### src/sld_pkg.sv
// Purpose: Shared constants and types for the serial lane control block
// Assumes: APB register access, 32-bit data, one aligned word per register
// Notes: Register offsets are byte addresses
package sld_pkg;
  localparam logic [7:0] OFF_COMMON = 8'h00;
  localparam logic [7:0] OFF_DES = 8'h04;
  localparam logic [7:0] OFF_IB = 8'h08;
  localparam logic [7:0] OFF_OB = 8'h0C;
  localparam logic [7:0] OFF_SER = 8'h10;
  localparam logic [7:0] OFF_STATUS = 8'h14;
  localparam logic [7:0] OFF_COEF = 8'h18;
  localparam logic [7:0] OFF_PHASE = 8'h1C;

  localparam logic [2:0] TC_RESET = 3'h5;
  localparam logic [2:0] BW_RESET = 3'h5;
  localparam logic [2:0] LIM_RESET = 3'h4;
  localparam logic [6:0] CENTER_BASE = 7'h40;
  localparam logic [6:0] AMP_BASE = 7'h40;
  localparam logic [5:0] LEVEL_RESET = 6'h00;
  localparam int PHASE_W = 16;
  localparam int INTEG_W = 12;
  localparam logic [3:0] PROP_SHIFT_BASE = 4'h0;
  localparam logic [PHASE_W-1:0] DEADLOCK_NUDGE = 16'h0001;

  typedef struct packed {
    logic own_recovered_clock_select;
    logic shared_recovered_clock_select;
    logic own_clock_squelch_enable;
    logic shared_clock_squelch_enable;
    logic half_speed_select;
    logic quarter_speed_select;
    logic facility_loopback_enable;
  } sld_common_t;

  typedef struct packed {
    logic [2:0] integrator_limit_control;
    logic [2:0] integrator_time_constant;
    logic [2:0] proportional_bandwidth_setting;
    logic deadlock_protection_control;
  } sld_des_t;

  typedef struct packed {
    logic input_common_mode_term_enable;
    logic [2:0] level_detect_threshold;
    logic input_low_rate_fibre_mode;
    logic offset_comp_ac_enable;
    logic offset_comp_dc_enable;
  } sld_ib_t;

  typedef struct packed {
    logic output_low_supply_mode;
    logic [5:0] first_postcursor_coefficient;
    logic center_tap_polarity;
    logic [5:0] output_amplitude_level;
    logic output_skew_adjust_enable;
    logic output_idle_enable;
    logic slew_coarse_setting;
    logic [3:0] slew_fine_setting;
  } sld_ob_t;

  typedef struct packed {
    logic serializer_phase_align_enable;
    logic [4:0] precursor_coefficient;
    logic [4:0] second_postcursor_coefficient;
  } sld_ser_t;

  typedef struct packed {
    logic [5:0] center_tap;
    logic center_neg;
    logic [6:0] amplitude_k;
  } sld_coef_t;
endpackage

### src/sld_lane_ctrl.sv
// Purpose: Digital control of one multi-rate serial lane: recovered clock
//   routing with squelch, PI phase regulator, tap and amplitude derivation,
//   facility loopback and serializer phase alignment
// Assumes: APB slave on clock; lane data and phase detector on same clock
// Notes: Analog-facing settings leave as registered outputs, except skew_adjust_active and ser_align_source_loop, ANDs of registered fields
//
// The APB register port and the placing of the registers were decided locally.
`timescale 1ns/100ps
module sld_lane_ctrl
  import sld_pkg::*;
#(
  parameter int DATA_W = 10
)
(
  // Clock, reset, enable
  input wire logic clock,
  input wire logic rst_n,
  input wire logic clk_en,
  // APB
  input wire logic psel,
  input wire logic penable,
  input wire logic pwrite,
  input wire logic [7:0] paddr,
  input wire logic [31:0] pwdata,
  output logic [31:0] prdata,
  output logic pready,
  output logic pslverr,
  // Recovered clock and PCS status
  input wire logic recovered_clock,
  input wire logic pcs_data_valid,
  output logic own_recovered_clock_out,
  output logic shared_recovered_clock_out,
  output logic shared_recovered_clock_oe,
  // Deserializer phase loop
  input wire logic signed [1:0] phase_error,
  output logic [PHASE_W-1:0] sample_phase,
  // Parallel data paths
  input wire logic [DATA_W-1:0] des_data,
  input wire logic [DATA_W-1:0] pcs_tx_data,
  output logic [DATA_W-1:0] ser_data,
  output logic ser_align_enable,
  output logic ser_align_source_loop,
  // Analog configuration
  output sld_ib_t ib_cfg,
  output sld_ob_t ob_cfg,
  output sld_ser_t ser_cfg,
  output sld_coef_t coef,
  output logic skew_adjust_active
);
  sld_common_t common, next_common;
  sld_des_t des, next_des;
  sld_ib_t ib, next_ib;
  sld_ob_t ob, next_ob;
  sld_ser_t ser, next_ser;
  logic signed [INTEG_W-1:0] integ, next_integ;
  logic [15:0] integ_cnt, next_integ_cnt;
  logic [PHASE_W-1:0] phase, next_phase;
  sld_coef_t next_coef;
  logic [DATA_W-1:0] next_ser_data;
  logic [2:0] valid_sync, next_valid_sync;
  logic valid_stable, next_valid_stable;
  logic wr_en, rd_en, addr_ok;
  logic [31:0] next_prdata;

  assign wr_en = psel & penable & pwrite & clk_en;
  assign rd_en = psel & ~penable & ~pwrite;
  assign pready = clk_en;
  always_comb
  begin
    unique case (paddr)
      OFF_COMMON, OFF_DES, OFF_IB, OFF_OB, OFF_SER, OFF_STATUS, OFF_COEF, OFF_PHASE:
        addr_ok = 1'b1;
      default:
        addr_ok = 1'b0;
    endcase
  end
  assign pslverr = psel & penable & ~addr_ok;

  // Register writes; fields hold until rewritten
  always_comb
  begin
    next_common = common;
    next_des = des;
    next_ib = ib;
    next_ob = ob;
    next_ser = ser;
    if (wr_en)
    begin
      unique case (paddr)
        OFF_COMMON: next_common = sld_common_t'(pwdata[6:0]);
        OFF_DES: next_des = sld_des_t'(pwdata[9:0]);
        OFF_IB: next_ib = sld_ib_t'(pwdata[6:0]);
        OFF_OB: next_ob = sld_ob_t'(pwdata[20:0]);
        OFF_SER: next_ser = sld_ser_t'(pwdata[10:0]);
        default: ;
      endcase
    end
  end

  // Read data registered in the setup cycle so it stands through access
  always_comb
  begin
    next_prdata = prdata;
    if (rd_en)
    begin
      unique case (paddr)
        OFF_COMMON: next_prdata = {25'h0000000, common};
        OFF_DES: next_prdata = {22'h000000, des};
        OFF_IB: next_prdata = {25'h0000000, ib};
        OFF_OB: next_prdata = {11'h000, ob};
        OFF_SER: next_prdata = {21'h000000, ser};
        OFF_STATUS: next_prdata = {31'h00000000, valid_stable};
        OFF_COEF: next_prdata = {18'h00000, coef};
        OFF_PHASE: next_prdata = {phase, 4'h0, integ};
        default: next_prdata = 32'h00000000;
      endcase
    end
  end

  // PCS valid is a pin: three stages, change taken when stages two and three agree
  always_comb
  begin
    next_valid_sync = {valid_sync[1:0], pcs_data_valid};
    next_valid_stable = valid_stable;
    if (valid_sync[1] == valid_sync[2])
      next_valid_stable = valid_sync[2];
  end

  // Recovered clock is a pass-through; squelch gates it glitch-free enough
  // only because the valid level changes slowly relative to the clock
  always_comb
  begin
    own_recovered_clock_out = common.own_recovered_clock_select & recovered_clock
      & ~(common.own_clock_squelch_enable & ~valid_stable);
    shared_recovered_clock_oe = common.shared_recovered_clock_select;
    shared_recovered_clock_out = shared_recovered_clock_oe & recovered_clock
      & ~(common.shared_clock_squelch_enable & ~valid_stable);
  end

  // PI regulator: integrator stepped on a nonzero error once 2^(tc+8-bw) cycles have been counted
  logic [4:0] integ_shift;
  logic signed [INTEG_W-1:0] integ_lim;
  logic signed [PHASE_W-1:0] prop_step, integ_ext, nudge;
  always_comb
  begin
    integ_shift = 5'(des.integrator_time_constant) + 5'd1
      - 5'(des.proportional_bandwidth_setting) + 5'd7;
    integ_lim = INTEG_W'(signed'({1'b0, 8'hFF} >> (3'd7 - des.integrator_limit_control)));
    next_integ = integ;
    next_integ_cnt = integ_cnt + 16'd1;
    if (phase_error != 2'sd0 && integ_cnt >= (16'd1 << integ_shift[3:0]))
    begin
      next_integ_cnt = 16'h0000;
      // Step by one LSB; at the exact offset this toggles between two values
      if (phase_error > 0 && integ < integ_lim)
        next_integ = integ + INTEG_W'(1);
      else if (phase_error < 0 && integ > -integ_lim)
        next_integ = integ - INTEG_W'(1);
    end
    // Wider setting number halves proportional gain and trackable offset
    prop_step = PHASE_W'(signed'(phase_error)) <<< (4'd8
      - {1'b0, des.proportional_bandwidth_setting} + PROP_SHIFT_BASE);
    integ_ext = PHASE_W'(integ);
    nudge = des.deadlock_protection_control ? DEADLOCK_NUDGE : '0;
    next_phase = phase + PHASE_W'(prop_step + integ_ext + nudge);
  end

  // Coefficient derivation
  logic [6:0] mag_sum;
  always_comb
  begin
    mag_sum = 7'(ser.precursor_coefficient[3:0])
      + 7'(ob.first_postcursor_coefficient[4:0])
      + 7'(ser.second_postcursor_coefficient[3:0]);
    next_coef.center_tap = 6'(CENTER_BASE - mag_sum);
    next_coef.center_neg = ob.center_tap_polarity;
    next_coef.amplitude_k = AMP_BASE + 7'(ob.output_amplitude_level);
  end

  // Facility loopback sends deserialized data back out
  always_comb
  begin
    next_ser_data = common.facility_loopback_enable ? des_data : pcs_tx_data;
  end

  // Configuration fields; supply mode comes up in the safe 1.2V setting
  always_ff @(posedge clock or negedge rst_n)
  begin
    if (!rst_n)
    begin
      common <= '0;
      des <= '{LIM_RESET, TC_RESET, BW_RESET, 1'b0};
      ib <= '0;
      ob <= '{1'b0, 6'h00, 1'b1, LEVEL_RESET, 1'b0, 1'b0, 1'b0, 4'h0};
      ser <= '0;
    end
    else if (clk_en)
    begin
      common <= next_common;
      des <= next_des;
      ib <= next_ib;
      ob <= next_ob;
      ser <= next_ser;
    end
  end

  // Read data
  always_ff @(posedge clock or negedge rst_n)
  begin
    if (!rst_n)
    begin
      prdata <= '0;
    end
    else if (clk_en)
    begin
      prdata <= next_prdata;
    end
  end

  // PCS valid synchroniser
  always_ff @(posedge clock or negedge rst_n)
  begin
    if (!rst_n)
    begin
      valid_sync <= '0;
      valid_stable <= 1'b0;
    end
    else if (clk_en)
    begin
      valid_sync <= next_valid_sync;
      valid_stable <= next_valid_stable;
    end
  end

  // Phase regulator state; frozen with the rest when the enable is low
  always_ff @(posedge clock or negedge rst_n)
  begin
    if (!rst_n)
    begin
      integ <= '0;
      integ_cnt <= '0;
      phase <= '0;
    end
    else if (clk_en)
    begin
      integ <= next_integ;
      integ_cnt <= next_integ_cnt;
      phase <= next_phase;
    end
  end

  // Derived coefficients
  always_ff @(posedge clock or negedge rst_n)
  begin
    if (!rst_n)
    begin
      coef <= '0;
    end
    else if (clk_en)
    begin
      coef <= next_coef;
    end
  end

  // Serializer data
  always_ff @(posedge clock or negedge rst_n)
  begin
    if (!rst_n)
    begin
      ser_data <= '0;
    end
    else if (clk_en)
    begin
      ser_data <= next_ser_data;
    end
  end

  assign sample_phase = phase;
  assign ib_cfg = ib;
  assign ob_cfg = ob;
  assign ser_cfg = ser;
  assign ser_align_enable = ser.serializer_phase_align_enable;
  assign ser_align_source_loop = ser.serializer_phase_align_enable
    & common.facility_loopback_enable;
  // Skew only at 1 Gbps (quarter rate) SGMII
  assign skew_adjust_active = ob.output_skew_adjust_enable
    & common.quarter_speed_select & ~common.half_speed_select;
endmodule

### config.mk
export PLATFORM = sky130hd
export DESIGN_NAME = sld_lane_ctrl
export DESIGN_NICKNAME = d
export VERILOG_FILES = /design/src/sld_pkg.sv /design/src/sld_lane_ctrl.sv
export SDC_FILE = /design/constraint.sdc
export NUM_CORES = 1
export LEC_CHECK = 0
export BUFFER_PORTS_ARGS = -buffer_cell sky130_fd_sc_hd__buf_2
export CORE_AREA = 2 2 113 198
export CTS_CLUSTER_SIZE = 24
export DETAILED_ROUTE_END_ITERATION = 12
export DIE_AREA = 0 0 115 200
export GPL_TIMING_DRIVEN = 0
export MAX_ROUTING_LAYER = met4
export PLACE_DENSITY = 0.69
export SETUP_SLACK_MARGIN = 0.15
export SYNTH_ARGS = -nofsm -noshare
export SYNTH_HDL_FRONTEND = slang
export SYNTH_SLANG_ARGS = --single-unit
### constraint.sdc
create_clock -name clock -period 5.5 [get_ports clock]
set_input_delay 1.1 -clock clock [delete_from_list [all_inputs] [get_ports clock]]
set_output_delay 1.1 -clock clock [all_outputs]
set_load 0.01 [all_outputs]
## Word level (Yosys, flattened, before mapping)

Memories as Yosys holds them, arrays and structs flattened.
Cells that the tools add are included.

| storage, ports and cells | value |
|---|---|
| flip-flop bits (word level) | 160 |
| ROM bits | 32 |
| logic and storage cells | 114 |
| memories | 1 |

| cells by class | value |
|---|---|
| add/subtract/negate cells | 16 |
| order comparisons | 5 |
| equality and inequality tests | 8 |
| shifts and indexed selects | 3 |
| mux-type cells | 7 |
| bitwise operators | 22 |
| reduce and logical (&&, ||, !) cells | 15 |

Memories:

| name | depth | width | read ports | clocked after Yosys merged registers in | wr ports | RTL line | text |
|---|---|---|---|---|---|---|---|
| (no name shown) | 32 | 1 | 1 | 0 | 0 | sld_lane_ctrl.sv:70 | `unique case (paddr)` |

Operators with widths:

| cell | count |
|---|---|
| $pmux 32 s8 | 1 |
| $eq 8x5->1 const B | 4 |
| $mux 12 | 2 |
| $reduce_and 3->1 | 6 |
| $add 16x1->16 const B | 1 |
| $add 16x12->16 | 1 |
| $add 16x16->16 | 1 |
| $add 16x2->16 | 1 |
| $eq 8x4->1 const B | 2 |
| $ge 16x16->1 | 1 |
| $mux 16 | 1 |
| $shl 1x4->16 const A | 1 |
| $sshl 2x4->16 | 1 |
| $and 1x1->1 | 15 |
| $add 12x2->12 const B | 1 |
| $gt 12x12->1 | 1 |
| $lt 12x9->1 | 1 |
| $neg 9->12 | 1 |
| $sub 12x2->12 const B | 1 |
| $mux 10 | 1 |
| $shr 8x3->9 const A | 1 |
| $eq 8x3->1 const B | 1 |
| $logic_not 8->1 | 1 |
| $add 7x6->7 const A | 1 |
| 17 further kinds | 28 |

## Longest topological paths before layout

| logic depth | value |
|---|---|
| depth in word-level cells | 7 |
| mapped depth | 17 |
| mapped depth without buffers | 17 |

## Worst setup path after synthesis

OpenSTA, ideal clock, no wires.

| path | value |
|---|---|
| kind | input to register |
| start point | input phase_error[0] |
| end point | register phase[13] (netlist: sample_phase[13]) |
| arrival | 3.969 ns |
| data required time | 5.375 ns |
| path slack | 1.406 ns |
| stages on the path | 14 |
| path buffers | 1 |
| cell sequence | buf_2 nor2b_1 nand2b_1 o31a_1 fa_1 inv_1 ha_1 a21oi_1 o21ai_0 or3_1 o21ai_0 o21ai_0 xnor2_1 mux2_2 |

| on the way | value |
|---|---|
| longest elaborated chain between the ends | 4 |

RTL lines:

| item | RTL line | text |
|---|---|---|
| from (decl) | sld_lane_ctrl.sv:35 | `input wire logic signed [1:0] phase_error,` |
| $sshl 2x4->16 | sld_lane_ctrl.sv:161 | `prop_step = PHASE_W'(signed'(phase_error)) <<< (4'd8` |
| $add 16x12->16 | sld_lane_ctrl.sv:165 | `next_phase = phase + PHASE_W'(prop_step + integ_ext + nudge);` |
| $add 16x2->16 | sld_lane_ctrl.sv:165 |  |
| $add 16x16->16 | sld_lane_ctrl.sv:165 |  |
| to (signal assigned) | sld_lane_ctrl.sv:248 | `phase <= next_phase;` |
| to (decl) | sld_lane_ctrl.sv:57 | `logic [PHASE_W-1:0] phase, next_phase;` |

No other way between the ends.
A chain may end at the register's enable or synchronous reset.

## Worst setup path in the final report

| path | value |
|---|---|
| start point | register des[1] (netlist name) |
| end point | register phase[13] (netlist: sample_phase[13]) |

| on the way | value |
|---|---|
| longest elaborated chain between the ends | 5 |

RTL lines:

| item | RTL line | text |
|---|---|---|
| from (decl) | sld_lane_ctrl.sv:51 | `sld_des_t des, next_des;` |
| from (signal assigned) | sld_lane_ctrl.sv:192 | `des <= '{LIM_RESET, TC_RESET, BW_RESET, 1'b0};` |
| from (signal assigned) | sld_lane_ctrl.sv:200 | `des <= next_des;` |
| $sub 4x3->4 | sld_lane_ctrl.sv:162 | `- {1'b0, des.proportional_bandwidth_setting} + PROP_SHIFT_BASE);` |
| $sshl 2x4->16 | sld_lane_ctrl.sv:161 |  |
| $add 16x12->16 | sld_lane_ctrl.sv:165 |  |
| $add 16x2->16 | sld_lane_ctrl.sv:165 |  |
| $add 16x16->16 | sld_lane_ctrl.sv:165 |  |

No other way between the ends.

==> results.sh <==
export IMPL_clock_fmax_ghz=0.213
export IMPL_r2r_setup_slack_ns=0.81
export IMPL_root_buffer="clkbuf_16"
export IMPL_cts_tree="built"
export IMPL_cts_buffer_depth=2
export IMPL_io_buffers=173
export IMPL_fin_ws_ns=0.810
export IMPL_synth_area_sq_mm=0.00995
export IMPL_num_antenna_cells=0
export IMPL_synth_edf_count=0
export IMPL_cts_resized_gates=0
export IMPL_place_gp_congestion=0.907
export IMPL_rsz0062_at_grt="false"
export IMPL_routedWlPerCell_um=19.5
export IMPL_syn_nets=1146
export IMPL_num_io_pins=189
export IMPL_cts_inserted_buffers=17
export IMPL_synth_area_leaders="dfrtp_1, mux2_2, ha_1"
export IMPL_hold_depth=2
export IMPL_rows=71
export IMPL_yosysUniqueCellTypes=62
export IMPL_area_growth_pct=18.4
export IMPL_p_per_area_mw_per_mm2=436
export IMPL_final_antenna_net_count=0
export IMPL_drcViolationCount=0
export IMPL_end_kind="register"
export IMPL_firstDrtPassIters=5
export IMPL_min_to="prdata[26]$_DFFE_PN0P_"
export IMPL_path_cells="clkbuf_1, inv_1, ha_1, xnor2_1, nand3_1, a21oi_1, fa_1, ha_1, a21oi_1, o21ai_0, or3_1, o21ai_0, o21ai_0, xnor2_1, mux2_2"
export IMPL_finalSetupTns_ns=0
export IMPL_dpl_hpwl_um=22200
export IMPL_core_area_sq_mm=0.0213
export IMPL_path_class="reg2reg"
export IMPL_finClkSkew_ns=0.00840
export IMPL_viasPerCell=5.69
export IMPL_worst_slew_pin_slew_ns=1.25
export IMPL_gr_total_overflow=0
export IMPL_maxCapViolCount=0
export IMPL_die_h_um=200
export IMPL_grt_max_degree=87
export IMPL_cp_data_arrival_time_ns=5.02
export IMPL_grtUsageTotal=0.265
export IMPL_synth_warnings=0
export IMPL_synth_top_area_frac=0.387
export IMPL_hold_buffers=0
export IMPL_ys_ff_latch=160
export IMPL_slew_headroom=0.159
export IMPL_drv_slew=0
export IMPL_antenna_found_initial=0
export IMPL_routed_wl_um=28200
export IMPL_drive_above_1_share=0.284
export IMPL_setup_viol_count_final=0
export IMPL_min_delay_start="prdata[26]$_DFFE_PN0P_"
export IMPL_min_period_ns=4.69
export IMPL_cp_required_ns=5.83
export IMPL_slowest_stage="dfstp_2"
export IMPL_cp_slowest_stage_delay_ns=0.53
export IMPL_nNetsFinal=1339
export IMPL_r2r_end="sample_phase[13]$_DFFE_PN0P_"
export IMPL_start_util=0.466
export IMPL_crit_fanout=10
export IMPL_routed_via_count=8220
export IMPL_reg2reg_depth=15
export IMPL_die_w_um=115
export IMPL_synthFlopType="dfrtp_1"
export IMPL_status="completed"
export IMPL_ys_seq_area_frac=0.403
export IMPL_r2r_start="des[1]$_DFFE_PN1P_"
export IMPL_p_leak_uw=0.00588
export IMPL_start_kind="register"
export IMPL_hold_path_class="reg2reg"
export IMPL_syn_inst=984
export IMPL_path_clk_slew_ns=0.06
export IMPL_grt_pass1_vias=8406
export IMPL_holdWs_ns=0.457
export IMPL_finalHoldViolCount=0
export IMPL_place_ws_ns=0.794
export IMPL_post_cts_buffers=0
export IMPL_ctsHtreeMaxLevel=4
export IMPL_fin_crit_sh=0.853
export IMPL_drtIter0Drc=357
export IMPL_dieArea_sq_mm=0.0230
export IMPL_synth_area_leader_cell="dfrtp_1"
export IMPL_syn_avg_cell_area_sq_um=10.1
export IMPL_cts_sinks=160
export IMPL_max_vdd_ir_drop_uv=313
export IMPL_grt_first_pass_wirelength_um=44600
export IMPL_clock_latency_ns=0.45
export IMPL_postSynth_asyncResetShare=1.00
export IMPL_finalPower_uw=5140
export IMPL_crit_top_cell="o21ai_0"
==> cell usage in the layout, fill, tap and decap left out, types with 4 or more instances in the layout <==
cell       synthesis  layout
xor2_1            15      15
xnor2_1           24      24
o31ai_1            6       6
buf_4             17      17
and2_1             7       7
mux4_2             4       4
a31oi_1            6       6
bufinv_16          0       4
a22o_1             4       4
nor2_1            56      56
mux2_2            84      84
or2_2              4       4
dfrtp_1          154     154
nor4_1             5       5
a22oi_1           11      11
buf_2              9     181
nor3_1            12      12
a21o_1            12      12
nand3_1           25      25
ha_1              70      70
o21ai_0           56      56
inv_1             58      58
nand4_1            8       8
a222oi_1           4       4
nand2b_1           7       7
fa_1              22      22
a211oi_1           8       8
o21bai_1           4       4
and3_1            11      11
or3_1              6       6
clkbuf_1          18      23
mux2i_1           22      22
a221oi_1           4       4
dfstp_2            6       6
a21oi_1           61      61
nor2b_1           10      10
clkbuf_16          0      17
nand2_1          120     120
==> per-stage QoR <==
stage,instance area (sq um),instances,util
3_3_place_gp,11100,1412,0.522
3_5_place_dp,11200,1413,0.524
6_report,11800,1445,0.552
4_1_cts,11800,1445,0.552
2_1_floorplan,9950,984,-
5_1_grt,11800,1445,0.552
==> state kept, by name (all words and copies together), names as in the netlist <==
signal / count
integ: 12
common: 6
coef: 14
valid_stable: 1
valid_sync: 3
ser_data: 10
shared_recovered_clock_oe: 1
des: 10
ob_cfg: 21
ser_cfg: 10
integ_cnt: 16
sample_phase: 16
prdata: 32
ib_cfg: 7
ser_align_enable: 1
==> worst max-delay path by stage <==
stage | startpoint | to | slack [ns] | cells after the start
floorplan | phase_error[0] | sample_phase[13]$_DFFE_PN0P_ | 1.41 | 14
global placement | rst_n | integ_cnt[12]$_DFFE_PN0P_ | 0.81 | 1
detailed placement | des[1]$_DFFE_PN1P_ | sample_phase[13]$_DFFE_PN0P_ | 0.79 | 15
CTS | des[1]$_DFFE_PN1P_ | sample_phase[13]$_DFFE_PN0P_ | 0.77 | 15
global route | des[1]$_DFFE_PN1P_ | sample_phase[13]$_DFFE_PN0P_ | 0.40 | 15
finish | des[1]$_DFFE_PN1P_ | sample_phase[13]$_DFFE_PN0P_ | 0.81 | 15
==> where the power goes <==
part	leakage (uW)	switching (uW)	internal, uW
Sequential	0.00206	273	1340
Clock	0.000285	492	759
Combinational	0.00353	1220	1060
Total	0.00588	1990	3150
==> metal layers <==
metal	track usage	vias up	wire [um]
met4	0.144	0	1430
met5	-	-	0
met1	0.280	4029	10300
met2	0.468	266	15300
met3	0.0414	80	1160
li1	-	3845	-
==> worst max-delay path: cells and delay by family (launching register included) <==
kind / cells / cell delay, ns
flops: 1 / 0.53
simple gates: 2 / 0.48
mux: 1 / 0.26
fa+ha+maj: 3 / 1.13
buf+inv: 2 / 0.62
xor+xnor: 2 / 0.61
compound gates: 5 / 0.96
==> Yosys cell counts (7+ instances only) <==
cell	number
inv_1	58
nand4_1	8
ha_1	70
xnor2_1	24
nor2_1	56
mux2i_1	22
fa_1	22
buf_4	17
and3_1	11
nand2_1	120
a21oi_1	61
a22oi_1	11
nor3_1	12
xor2_1	15
and2_1	7
dfrtp_1	154
buf_2	9
clkbuf_1	18
a211oi_1	8
nand3_1	25
a21o_1	12
o21ai_0	56
nand2b_1	7
nor2b_1	10
mux2_2	84
==> cell type report <==
| cell class | instances | area (sq um) |
|---|---|---|
| fillers | 1938 | 9550 |
| flip-flops and latches | 160 | 4010 |
| clock buffers | 22 | 444 |
| inverters | 58 | 218 |
| multi-input cells | 718 | 5450 |
| clock inverters | 10 | 161 |
| well taps | 255 | 319 |
| plain buffers | 48 | 270 |
| repair buffers | 174 | 903 |
==> cell families after synthesis <==
family,synth area share
flops,0.403
buf+inv,0.0491
fa+ha+maj,0.132
mux,0.126
compound gates,0.122
xor+xnor,0.0343
simple gates,0.132
Power figures use the tool's default switching activity.
